File: config.mk
export PLATFORM = sky130hd
export DESIGN_NAME = sadc_top
export DESIGN_NICKNAME = d
export VERILOG_FILES = /design/src/inc/sadc_pkg.sv /design/src/core/sadc_clkdiv.sv /design/src/core/sadc_sar.sv /design/src/core/sadc_top.sv
export SDC_FILE = /design/constraint.sdc
export NUM_CORES = 1
export LEC_CHECK = 0
export BUFFER_PORTS_ARGS = -buffer_cell sky130_fd_sc_hd__buf_2
export CAP_MARGIN = 20
export CORE_MARGIN = 1
export CORE_UTILIZATION = 25
export DETAILED_ROUTE_END_ITERATION = 8
export GPL_ROUTABILITY_DRIVEN = 0
export MAX_ROUTING_LAYER = met4
export RECOVER_POWER = 25
export SYNTH_ARGS = -nofsm -noshare
export SYNTH_HDL_FRONTEND = slang
export SYNTH_SLANG_ARGS = --single-unit
File: constraint.sdc
create_clock -name pclk -period 2.08 [get_ports pclk]
set_input_delay 0.208 -clock pclk [delete_from_list [all_inputs] [get_ports pclk]]
set_output_delay 0.208 -clock pclk [all_outputs]
set_load 0.02 [all_outputs]
File: src/inc/sadc_pkg.sv
// shared constants and types for the converter control block
package sadc_pkg;
   // ==========================================
   // register byte offsets on the apb slave
   // ==========================================
   localparam logic [7:0] SADC_SCR_OFF  = 8'h3C; // converter_status_control
   localparam logic [7:0] SADC_RES_OFF  = 8'h40; // conversion result
   localparam logic [7:0] SADC_CLK_OFF  = 8'h44; // converter_clock_select
   localparam logic [7:0] SADC_PDAT_OFF = 8'h48; // port a data latch
   localparam logic [7:0] SADC_PDIR_OFF = 8'h4C; // port a direction

   // ==========================================
   // status and control field positions
   // ==========================================
   localparam int SADC_DONE_BIT = 7; // conversion_done_flag
   localparam int SADC_IEN_BIT  = 6; // conversion_irq_enable
   localparam int SADC_CONT_BIT = 5; // continuous_convert_bit
   localparam int SADC_CH_MSB   = 4; // input_select_field top

   // ==========================================
   // values after reset and special codes
   // ==========================================
   localparam logic [4:0] SADC_CH_OFF   = 5'h1F; // power-down code
   localparam logic [4:0] SADC_CH_RST   = 5'h1F;
   localparam logic [2:0] SADC_DIV_RST  = 3'h0;
   localparam logic [3:0] SADC_PORT_RST = 4'h0;
   localparam logic [7:0] SADC_RES_RST  = 8'h00;
   localparam int         SADC_NCH      = 4;     // shared pins

   // ==========================================
   // conversion timing in converter clocks
   // ==========================================
   localparam logic [3:0] SADC_LAST_STEP = 4'hF; // sixteen clocks
   localparam logic [3:0] SADC_FIRST_BIT = 4'h8; // decisions 8..15
   localparam logic [4:0] SADC_TICKS_END = 5'h0F;
   localparam logic [7:0] SADC_MSB_MASK  = 8'h80;
   localparam logic [7:0] SADC_ZERO      = 8'h00;

   // control fields held by software
   typedef struct packed {
      logic       ien;  // irq instead of done flag
      logic       cont; // repeat conversions
      logic [4:0] ch;   // channel or power-down
   } sadc_ctrl_t;

   // signals to the analog mux and comparator
   typedef struct packed {
      logic       pwr_on; // analog section enabled
      logic       busy;   // conversion running
      logic [4:0] sel;    // mux select
      logic [7:0] trial;  // dac trial code
   } sadc_ana_t;
endpackage

File: src/core/sadc_clkdiv.sv
// converter clock prescaler producing a one-cycle tick
module sadc_clkdiv
   import sadc_pkg::*;
(
   input  wire logic       pclk,
   input  wire logic       presetn,
   input  wire logic [2:0] div_sel,
   output logic            tick
);
   // ==========================================
   // divide ratio decode
   // ==========================================
   logic [3:0] cnt_reg; // cycles since last tick
   logic [3:0] limit;   // terminal count

   // a tick every (limit+1) bus clocks
   always_comb begin
      unique case (div_sel[1:0])
         2'h0:    limit = 4'h0;
         2'h1:    limit = 4'h1;
         2'h2:    limit = 4'h3;
         default: limit = 4'h7;
      endcase
      if (div_sel[2]) begin
         limit = 4'hF; // 1xx divides by 16
      end
   end

   // >= so a smaller ratio written mid-count recovers at once
   assign tick = (cnt_reg >= limit);

   // free-running counter
   always_ff @(posedge pclk or negedge presetn) begin
      if (!presetn) begin
         cnt_reg <= 4'h0;
      end else if (tick) begin
         cnt_reg <= 4'h0;
      end else begin
         cnt_reg <= cnt_reg + 4'h1;
      end
   end
endmodule

File: src/core/sadc_sar.sv
// successive approximation sequencer, sixteen converter clocks per result
module sadc_sar
   import sadc_pkg::*;
(
   input  wire logic       pclk,
   input  wire logic       presetn,
   input  wire logic       tick,
   input  wire logic       start,
   input  wire logic       abort,
   input  wire logic       cmp_hi,
   output logic            busy,
   output logic            done,
   output logic [7:0]      trial,
   output logic [7:0]      result
);
   // ==========================================
   // sequencer state
   // ==========================================
   logic [3:0] step_reg; // converter clocks spent
   logic [7:0] bits_reg; // resolved bits
   logic [7:0] mask_reg; // bit under test
   logic       busy_reg; // conversion running
   logic [4:0] ticks_h;  // check-only tick count

   assign busy = busy_reg;
   // last decision folds in directly so the result lands on step 15
   assign done   = busy_reg & tick & (step_reg == SADC_LAST_STEP) & ~abort;
   assign trial  = bits_reg | mask_reg;
   assign result = bits_reg | (cmp_hi ? mask_reg : SADC_ZERO);

   // run flag: abort wins over start
   always_ff @(posedge pclk or negedge presetn) begin
      if (!presetn) begin
         busy_reg <= 1'b0;
      end else if (abort) begin
         busy_reg <= 1'b0;
      end else if (start) begin
         busy_reg <= 1'b1;
      end else if (done) begin
         busy_reg <= 1'b0;
      end
   end

   // step counter: the first tick after the start tick is clock one of sixteen
   always_ff @(posedge pclk or negedge presetn) begin
      if (!presetn) begin
         step_reg <= 4'h0;
      end else if (start) begin
         step_reg <= 4'h0;
      end else if (busy_reg && tick) begin
         step_reg <= step_reg + 4'h1;
      end
   end

   // msb first, one decision per clock in the second half
   always_ff @(posedge pclk or negedge presetn) begin
      if (!presetn) begin
         bits_reg <= SADC_ZERO;
         mask_reg <= SADC_MSB_MASK;
      end else if (start) begin
         bits_reg <= SADC_ZERO;
         mask_reg <= SADC_MSB_MASK;
      end else if (busy_reg && tick && step_reg >= SADC_FIRST_BIT) begin
         // comparator high keeps the bit, so out-of-range clamps
         bits_reg <= bits_reg | (cmp_hi ? mask_reg : SADC_ZERO);
         mask_reg <= mask_reg >> 1;
      end
   end

   // independent tick count for checking
   always_ff @(posedge pclk or negedge presetn) begin
      if (!presetn) begin
         ticks_h <= 5'h00;
      end else if (start) begin
         ticks_h <= 5'h00;
      end else if (busy_reg && tick) begin
         ticks_h <= ticks_h + 5'h01;
      end
   end
endmodule

File: src/core/sadc_top.sv
// converter control: apb registers, conversion sequencing and pin takeover
//
// Overview of operation
// - one result takes sixteen converter clocks
// - conversion starts next converter clock after write
// - eight-bit result written to result register
// - over-range clamps FF, under-range clamps 00
// - continuous mode overwrites result every conversion
// - done flag set per result, read clears
// - irq enable raises interrupt, done stays 0
// - four channels on port a, one selected
// - selected pin forced input, port writes ignored
// - claimed pin reads 0 or data latch
// - unselected shared pins stay normal port pins
// - keeps running in wait, irq wakes
// - stop aborts conversion, resumes after stop
// - channel codes 0..3, all ones powers off
// - prescaler divides bus clock by 1..16
// - irq clears on result read or status/control write
module sadc_top
   import sadc_pkg::*;
(
   input  wire logic                pclk,
   input  wire logic                presetn,
   input  wire logic                psel,
   input  wire logic                penable,
   input  wire logic                pwrite,
   input  wire logic [7:0]          paddr,
   input  wire logic [31:0]         pwdata,
   output logic [31:0]              prdata,
   output logic                     pready,
   output logic                     pslverr,
   input  wire logic                stop_mode,
   input  wire logic                cmp_hi,
   output sadc_ana_t                ana,
   output logic                     conv_irq,
   input  wire logic [SADC_NCH-1:0] port_pin_in,
   output logic [SADC_NCH-1:0]      port_pin_out,
   output logic [SADC_NCH-1:0]      port_pin_oe
);
   // ==========================================
   // declarations
   // ==========================================
   sadc_ctrl_t          ctrl_reg;   // software control fields
   logic [2:0]          div_reg;    // clock_divider_field
   logic [7:0]          result_reg; // last finished result
   logic                done_reg;   // conversion_done_flag
   logic                irq_reg;    // interrupt request
   logic                pend_reg;   // start waiting for a tick
   logic [SADC_NCH-1:0] pdat_reg;   // port data latch
   logic [SADC_NCH-1:0] pdir_reg;   // port direction, 1 = out
   logic                ready_reg;  // apb wait-state flag
   logic [31:0]         prdata_reg; // captured read data
   logic                err_reg;    // captured decode error

   logic                xfer;       // apb transfer completes
   logic                wr_en;      // completing write
   logic                rd_en;      // completing read
   logic                scr_wr;     // status/control written
   logic                res_rd;     // result read
   logic                hit;        // address decodes
   logic [31:0]         rd_mux;     // read data select
   logic [SADC_NCH-1:0] claim;      // pins owned by converter
   logic [SADC_NCH-1:0] port_view;  // port read value
   logic                pwr_on;     // analog section on
   logic                tick;       // converter clock edge
   logic                sar_start;  // begin a conversion
   logic                sar_abort;  // kill running conversion
   logic                sar_busy;   // conversion running
   logic                sar_done;   // conversion finished
   logic [7:0]          sar_trial;  // trial code to dac
   logic [7:0]          sar_res;    // finished code
   logic [4:0]          wr_ch;      // channel being written

   // ==========================================
   // apb slave: one wait state per transfer
   // ==========================================
   // the wait state lets read data come from a flop
   assign xfer   = psel & penable & ready_reg;
   assign wr_en  = xfer & pwrite;
   assign rd_en  = xfer & ~pwrite;
   assign scr_wr = wr_en & (paddr == SADC_SCR_OFF);
   assign res_rd = rd_en & (paddr == SADC_RES_OFF);
   assign wr_ch  = pwdata[SADC_CH_MSB:0];

   assign pready  = ready_reg;
   assign prdata  = prdata_reg;
   assign pslverr = ready_reg & err_reg;

   // address decode
   always_comb begin
      unique case (paddr)
         SADC_SCR_OFF, SADC_RES_OFF, SADC_CLK_OFF,
         SADC_PDAT_OFF, SADC_PDIR_OFF: hit = 1'b1;
         default:                      hit = 1'b0;
      endcase
   end

   // read data select, unused bits read zero
   always_comb begin
      rd_mux = 32'h0000_0000;
      unique case (paddr)
         SADC_SCR_OFF: begin
            // done never shows while irq mode is on
            rd_mux[SADC_DONE_BIT] = done_reg & ~ctrl_reg.ien;
            rd_mux[SADC_IEN_BIT]  = ctrl_reg.ien;
            rd_mux[SADC_CONT_BIT] = ctrl_reg.cont;
            rd_mux[SADC_CH_MSB:0] = ctrl_reg.ch;
         end
         SADC_RES_OFF:  rd_mux[7:0] = result_reg;
         SADC_CLK_OFF:  rd_mux[2:0] = div_reg;
         SADC_PDAT_OFF: rd_mux[SADC_NCH-1:0] = port_view;
         SADC_PDIR_OFF: rd_mux[SADC_NCH-1:0] = pdir_reg;
         default:       rd_mux = 32'h0000_0000;
      endcase
   end

   // ready toggles so each access phase lasts two cycles
   always_ff @(posedge pclk or negedge presetn) begin
      if (!presetn) begin
         ready_reg <= 1'b0;
      end else begin
         ready_reg <= psel & penable & ~ready_reg;
      end
   end

   // read data and error captured in the first access cycle
   always_ff @(posedge pclk or negedge presetn) begin
      if (!presetn) begin
         prdata_reg <= 32'h0000_0000;
         err_reg    <= 1'b0;
      end else if (psel && penable && !ready_reg) begin
         prdata_reg <= pwrite ? 32'h0000_0000 : rd_mux;
         err_reg    <= ~hit;
      end
   end

   // ==========================================
   // control registers
   // ==========================================
   // written done bit is dropped; software keeps it zero
   always_ff @(posedge pclk or negedge presetn) begin
      if (!presetn) begin
         ctrl_reg.ien  <= 1'b0;
         ctrl_reg.cont <= 1'b0;
         ctrl_reg.ch   <= SADC_CH_RST;
      end else if (scr_wr) begin
         ctrl_reg.ien  <= pwdata[SADC_IEN_BIT];
         ctrl_reg.cont <= pwdata[SADC_CONT_BIT];
         ctrl_reg.ch   <= wr_ch;
      end
   end

   // prescaler select
   always_ff @(posedge pclk or negedge presetn) begin
      if (!presetn) begin
         div_reg <= SADC_DIV_RST;
      end else if (wr_en && paddr == SADC_CLK_OFF) begin
         div_reg <= pwdata[2:0];
      end
   end

   // ==========================================
   // converter clock and sequencer
   // ==========================================
   sadc_clkdiv u_div (
      .pclk    (pclk),
      .presetn (presetn),
      .div_sel (div_reg),
      .tick    (tick)
   );

   // all ones switches the analog section off
   assign pwr_on = (ctrl_reg.ch != SADC_CH_OFF) & ~stop_mode;

   // a write restarts; stop kills the conversion
   assign sar_abort = scr_wr | stop_mode;
   // first tick after the write starts it
   assign sar_start = tick & pend_reg & pwr_on & ~sar_abort;

   // pending start request
   always_ff @(posedge pclk or negedge presetn) begin
      if (!presetn) begin
         pend_reg <= 1'b0;
      end else if (scr_wr) begin
         pend_reg <= (wr_ch != SADC_CH_OFF);
      end else if (sar_done && ctrl_reg.cont) begin
         pend_reg <= 1'b1;
      end else if (stop_mode && sar_busy) begin
         // remember the aborted run so it resumes after stop
         pend_reg <= 1'b1;
      end else if (sar_start) begin
         pend_reg <= 1'b0; // single mode idles here
      end
   end

   sadc_sar u_sar (
      .pclk    (pclk),
      .presetn (presetn),
      .tick    (tick),
      .start   (sar_start),
      .abort   (sar_abort),
      .cmp_hi  (cmp_hi),
      .busy    (sar_busy),
      .done    (sar_done),
      .trial   (sar_trial),
      .result  (sar_res)
   );

   // analog side; first result after stop or power-up may be off
   always_comb begin
      ana.pwr_on = pwr_on;
      ana.busy   = sar_busy;
      ana.sel    = ctrl_reg.ch;
      ana.trial  = sar_trial;
   end

   // ==========================================
   // result, done flag and interrupt
   // ==========================================
   // overwritten every conversion, read or not
   always_ff @(posedge pclk or negedge presetn) begin
      if (!presetn) begin
         result_reg <= SADC_RES_RST;
      end else if (sar_done) begin
         result_reg <= sar_res;
      end
   end

   // set wins over the clearing read
   always_ff @(posedge pclk or negedge presetn) begin
      if (!presetn) begin
         done_reg <= 1'b0;
      end else if (sar_done && !ctrl_reg.ien) begin
         done_reg <= 1'b1;
      end else if (res_rd || ctrl_reg.ien) begin
         done_reg <= 1'b0;
      end
   end

   // irq not gated by wait, so it can wake the core
   always_ff @(posedge pclk or negedge presetn) begin
      if (!presetn) begin
         irq_reg <= 1'b0;
      end else if (sar_done && ctrl_reg.ien) begin
         irq_reg <= 1'b1;
      end else if (res_rd || scr_wr) begin
         irq_reg <= 1'b0;
      end
   end

   assign conv_irq = irq_reg;

   // ==========================================
   // shared port a pins
   // ==========================================
   // index 0..3 are the port pins bit0, bit1, bit4, bit5
   always_comb begin
      claim = '0;
      if (ctrl_reg.ch < 5'(SADC_NCH)) begin
         claim[ctrl_reg.ch[1:0]] = 1'b1;
      end
   end

   // claimed bit keeps its old latch value
   always_ff @(posedge pclk or negedge presetn) begin
      if (!presetn) begin
         pdat_reg <= SADC_PORT_RST;
         pdir_reg <= SADC_PORT_RST;
      end else if (wr_en && paddr == SADC_PDAT_OFF) begin
         pdat_reg <= (pdat_reg & claim) | (pwdata[SADC_NCH-1:0] & ~claim);
      end else if (wr_en && paddr == SADC_PDIR_OFF) begin
         pdir_reg <= (pdir_reg & claim) | (pwdata[SADC_NCH-1:0] & ~claim);
      end
   end

   // pin drive: converter forces its pin to input
   assign port_pin_out = pdat_reg;
   assign port_pin_oe  = pdir_reg & ~claim;

   // read view per pin
   always_comb begin
      for (int i = 0; i < SADC_NCH; i++) begin
         if (claim[i]) begin
            port_view[i] = pdir_reg[i] & pdat_reg[i];
         end else begin
            port_view[i] = pdir_reg[i] ? pdat_reg[i] : port_pin_in[i];
         end
      end
   end
endmodule

==> results.cfg, run 1 <==
[status]
status = complete, no violations

[synthesis]
synth.top_cells.by_count = dfrtp_1, nand2_1, buf_4
syn_avg_cell_area_sq_um = 9.51
ys_warn_count = 0
ys_ff_latch = 64
ys_seq_area_frac = 0.432
synthMostInstantiatedCell = dfrtp_1
synth-edff-count = 0
ys_top_cells_by_area = dfrtp_1, buf_4, dfstp_2, nand2_1, a21oi_1
yosys.area.top_type = dfrtp_1
synth.top_cell.area_share = 0.389
netlist_area_sq_um = 3730
synthCells = 392
async_flop_share = 1.00
synth-main-ff-cell = dfrtp_1
yosysUniqueCellTypes = 57

[sta]
rsz0062_at_grt = true
setup_viol = 0
period_share = 0.972
worstMarginPinSlew_ns = 0.896
slew_headroom = 0.403
hold_viol = 0
slew_violations = 0
max_freq_mhz = 494
hold-worst-slack_ns = 0.0913
fin_crit_ns = 2.02
fin_skew_ns = 0.00852

[placed_design]
dpl.hpwl_microns = 6840
portBuffers = 59
dpl.cell_count = 626

[power_and_ir_drop]
netSwitchingFraction = 0.253
p_total_mw = 3.43
power_density_nw_per_um2 = 744
power_frac_seq = 0.399
p_clk_frac = 0.480
p_switching_uw = 867
p_int_mw = 2.56
p_leak_nw = 2.17
p_comb_frac = 0.121
vdd_ir_drop_max_mv = 0.297

[detailed_routing]
routed_via_density = 4.82
drtIter0Drc = 217
drt.antenna.violating_nets = 0
routedWlPerCell_microns = 14.9
drtPass1Iterations = 5
dr_total_vias = 3117
routed_wl_microns = 9630
route.detailed.drc = 0

[finish]
drive_gt1_frac = 0.294
final_core_util = 0.317
register_area_sq_um = 1610
instances_no_fill = 647
syn_to_final_growth_pct = 23.7
nNetsFinal = 516
fill_cells = 1478
multiInputGateArea_sq_um = 1840
diodes = 0

[global_route]
gr-total-overflow = 0
grt_pass1_vias = 2935
grt_max_degree = 65
grt_antenna_before_repair = 0
grt_usage = 0.133
grt_pass1_wl_microns = 15300

[worst_setup_path]
start_kind = register
worstSetupStartpoint = div_reg[0]$_DFFE_PN0P_
endpoint_kind = register
critical_path_class = reg -> reg
critPathRequiredTime_ns = 2.34
crit_path_max_fanout = 3
critPathCapture = u_sar.step_reg[3]$_DFFE_PN0P_
r2r_start = div_reg[0]$_DFFE_PN0P_
cp_data_arrival_time_ns = 2.29
ff2ff_setup_slack_ns = 0.06
ff2ff_path_depth = 6
rr_endpoint = u_sar.step_reg[3]$_DFFE_PN0P_

[flow_run]
maxCapViolations = 0

[worst_hold_path]
hold_path.class = in -> reg

[cts]
clockBufferDepth = 2
h-tree-depth = 3
cts_root_buf = clkbuf_16
clkSinkCount = 64
cts.reportedPaths.clkPinSlew_ns = 0.05
cts_made_buffers = 9
clk_latency_ns = 0.33
cts_tree = built

[die]
pin_count = 109
core-area_sq_um = 14500
die_w_microns = 124
die_area_sq_um = 15400
fp.dieH_microns = 124
rows = 44
initial_core_util = 0.256
cells by family (layout without fill, tap and decap cells):
| logic type | count (synthesis) | in the layout | synth area share |
|---|---|---|---|
| compound gates | 89 | 89 | 0.158 |
| xor+xnor | 2 | 2 | 0.00470 |
| fa+ha+maj | 7 | 7 | 0.0235 |
| buf+inv | 75 | 123 | 0.110 |
| flops | 64 | 64 | 0.432 |
| mux | 21 | 21 | 0.0598 |
| other cells | 1 | 24 | 0.00101 |
| simple gates | 133 | 133 | 0.211 |
stage by stage:
step	TNS (ns)	setup WS (ns)	instance area (sq um)
6_report	0	0.0572	4610
5_1_grt	-0.0277	-0.0126	4610
4_1_cts	0	0.0214	4540
3_5_place_dp	0	0.0595	4210
3_3_place_gp	0	0.0830	4210
2_1_floorplan	0	0.0478	3810
worst max-delay path, cell delays in order (launching register included):
cell	delay, ns
dfrtp_1	0.37
or3_1	0.38
ha_1	0.29
nor2b_2	0.05
o21a_1	0.22
or4_4	0.52
a21oi_2	0.13
power groups by stage:
stage	Combinational [mW]	Clock, mW	Sequential [mW]
3_5_place_dp	0.414	0	1.39
3_3_place_gp	0.404	0	1.38
5_1_grt	0.466	1.73	1.37
4_1_cts	0.418	1.68	1.37
6_report	0.417	1.65	1.37
2_1_floorplan	0.304	0	1.37
worst min-delay path by stage:
stage,startpoint,endpoint,cells after the start
floorplan,presetn,async pin,0
global placement,presetn,prdata[5]$_DFFE_PN0P_,2
detailed placement,presetn,result_reg[6]$_DFFE_PN0P_,2
CTS,pwdata[4],ana[12]$_DFFE_PN1P_,3
global route,pwdata[5],ctrl_reg[5]$_DFFE_PN0P_,2
finish,pwdata[4],ana[12]$_DFFE_PN1P_,3
cell type report:
class / instances / share of cell area
Clock buffer: 13 / 0.0564
Clock inverter: 3 / 0.0141
Inverter: 22 / 0.0179
Multi-Input combinational cell: 276 / 0.399
Sequential cell: 64 / 0.349
Tap cell: 184 / 0.0499
Timing Repair Buffer: 85 / 0.113
metal layers:
layer,up-vias,wire (microns),track usage,share of wire
met5,-,0,-,0
met2,105,4710,0.212,0.49
met1,1513,4330,0.169,0.45
met4,0,85,0.0402,0.0088
li1,1489,-,-,-
met3,10,508,0.0275,0.053
placed cells by master (no fill, tap or decap), drive strengths merged, types with 11 or more instances in the layout:
cell type	instances
mux2i	11
buf	83
a21oi	25
o21ai	15
inv	22
clkbuf	14
conb	24
o31ai	15
nand4	18
nand2	37
dfrtp	58
repair_timing:
action | 4_1_cts | 5_1_grt
resized for setup | 0 | 11
setup buffers | 0 | 4
setup endpoints to repair | 0 | 30
endpoints found under the hold margin | 58 | 0
hold buffers | 1 | 0
(Power assumes the default switching activity.)
==> run 2: changes to the inputs <==
--- a/config.mk
+++ b/config.mk
@@ -7,6 +7,7 @@
 export LEC_CHECK = 0
 export BUFFER_PORTS_ARGS = -buffer_cell sky130_fd_sc_hd__buf_2
 export CAP_MARGIN = 20
+export CORE_ASPECT_RATIO = 0.7
 export CORE_MARGIN = 1
 export CORE_UTILIZATION = 25
 export DETAILED_ROUTE_END_ITERATION = 8
==> run 2 against run 1 <==
Register-to-register slack about the same. Global-route usage up 0.29 points. Worst hold slack better by 0.00080 ns. Sequential share of layout area up 0.32 points. Clock skew down 0.0044 ns. First-iteration DRC count up 20%. Critical path depth down 2. Clock power down 9.7%. Routed wire length up 3.5%. Critical path type is now reg -> out. Largest cell class unchanged.
==> results.cfg, run 2 (synthesis gave the netlist of run 1 again) <==
[worst_setup_path]
crit_family = simple AND/OR/NAND/NOR gates
ff2ff_path_depth = 6
timing.critical_path.cells = or3_4 > or3_4 > and2_2 > buf_2
path_depth = 4
slowest_delay_ns = 0.40
start_kind = register
r2r_start = div_reg[2]$_DFFE_PN0P_
critical_path_class = reg -> out
ff2ff_setup_slack_ns = 0.06
worst-path-buf-inv = 1
crit_path_max_fanout = 5
endpoint_kind = output pin
cp_data_arrival_time_ns = 1.83
rr_endpoint = u_sar.step_reg[3]$_DFFE_PN0P_
critPathCapture = port_pin_oe[2]
crit_top_cell = or3_4
slowest_stage = dfstp_2
worstSetupStartpoint = ana[10]$_DFFE_PN1P_
critPathRequiredTime_ns = 1.87

[sta]
max_freq_mhz = 490
slew_violations = 0
period_share = 0.981
slew_headroom = 0.322
worstMarginPinSlew_ns = 1.02
fin_skew_ns = 0.00415
setup_viol = 0
hold_viol = 0
fin_crit_ns = 2.04
hold-worst-slack_ns = 0.0921
worst_slack_ns = 0.0405

[detailed_routing]
drtPass1Iterations = 5
routed_wl_microns = 9970
drtIter0Drc = 261
routedWlPerCell_microns = 15.3
dr_total_vias = 3205
routed_via_density = 4.92
route.detailed.drc = 0
drt.antenna.violating_nets = 0

[cts]
clk_latency_ns = 0.33
clkSinkCount = 64
clockBufferDepth = 2
cts_tree = built
h-tree-depth = 3
cts.reportedPaths.clkPinSlew_ns = 0.05
cts_made_buffers = 9
cts_root_buf = clkbuf_16

[global_route]
grt_usage = 0.136
grt_pass1_vias = 2936
grt_max_degree = 40
grt_antenna_before_repair = 0
gr-total-overflow = 0
grt_pass1_wl_microns = 15700

[placed_design]
portBuffers = 59
dpl.cell_count = 632
post-place-ws_ns = 0.0710
dpl.hpwl_microns = 7310
postPlaceCellArea_sq_um = 4230

[finish]
nNetsFinal = 515
fill_cells = 1496
syn_to_final_growth_pct = 22.6
mostFrequentLayoutCells = dfrtp_1, buf_2, nand2_1, a21oi_1, conb_1
diodes = 0
instances_no_fill = 652
final_area_sq_um = 4570
drive_gt1_frac = 0.281

[power_and_ir_drop]
p_leak_nw = 2.15
power_density_nw_per_um2 = 719
p_total_mw = 3.28
vdd_ir_drop_max_mv = 0.394

[worst_hold_path]
hold_path.class = in -> reg

[status]
status = complete, no violations

[flow_run]
maxCapViolations = 0

[die]
pin_count = 109
fp.dieH_microns = 104
initial_core_util = 0.262
rows = 36
die_area_sq_um = 15400
die_w_microns = 148
core-area_sq_um = 14200
-- run 2: cell types whose count changed in the layout (fill, tap and decap cells not counted), moves of 2 or more --
cell,before,now
nor4_1,7,9
nor4_2,3,1
buf_6,1,3
buf_4,21,17
a21oi_2,2,0
clkinv_2,1,3
a21oi_1,23,25
-- run 2: where the power goes --
group          internal [mW]  leakage, nW  total [mW]  switching [mW]
registers               1.30        0.816        1.36          0.0597
logic                  0.159         1.19       0.433           0.274
clock network          0.954        0.146        1.49           0.532
total                   2.42         2.15        3.28           0.866
-- run 2: worst min-delay path by stage --
stage | startpoint | endpoint | slack, ns | cells after the start
after floorplan | presetn | async pin | -0.09 | 0
after global placement | presetn | async pin | 0.05 | 1
after detailed placement | presetn | async pin | 0.05 | 1
after CTS | pwdata[4] | ana[12]$_DFFE_PN1P_ | 0.09 | 3
after global routing | pwdata[5] | ctrl_reg[5]$_DFFE_PN0P_ | 0.1 | 2
final | pwdata[5] | ctrl_reg[5]$_DFFE_PN0P_ | 0.09 | 2
-- run 2: area by class of cell --
cell class | instances | area [sq um] | area share
timing repair buffer | 84 | 531 | 0.116
multi-input combinational | 276 | 1820 | 0.398
inverter | 22 | 82.6 | 0.0181
sequential | 64 | 1610 | 0.352
clock buffer | 12 | 246 | 0.0540
tap | 190 | 238 | 0.0520
clock inverter | 4 | 45.0 | 0.00986
-- run 2: timing repair --
| action | CTS | global route |
|---|---|---|
| endpoints found under the setup margin | 2 | 30 |
| hold buffers | 1 | 0 |
| endpoints found under the hold margin | 40 | 0 |
| gates resized for setup | 0 | 9 |
| setup buffers | 1 | 2 |
| pin swaps | 0 | 1 |
-- run 2: through the flow --
stage / util / TNS, ns
floorplan: - / 0
global placement: 0.297 / 0
detailed placement: 0.297 / 0
CTS: 0.319 / 0
global route: 0.321 / -0.144
finish: 0.321 / 0
-- run 2: metal layers --
metal  GRT usage  wire [microns]
met1       0.198            4890
met2       0.179            4150
met3      0.0395             860
met4      0.0361              68
met5           -               0
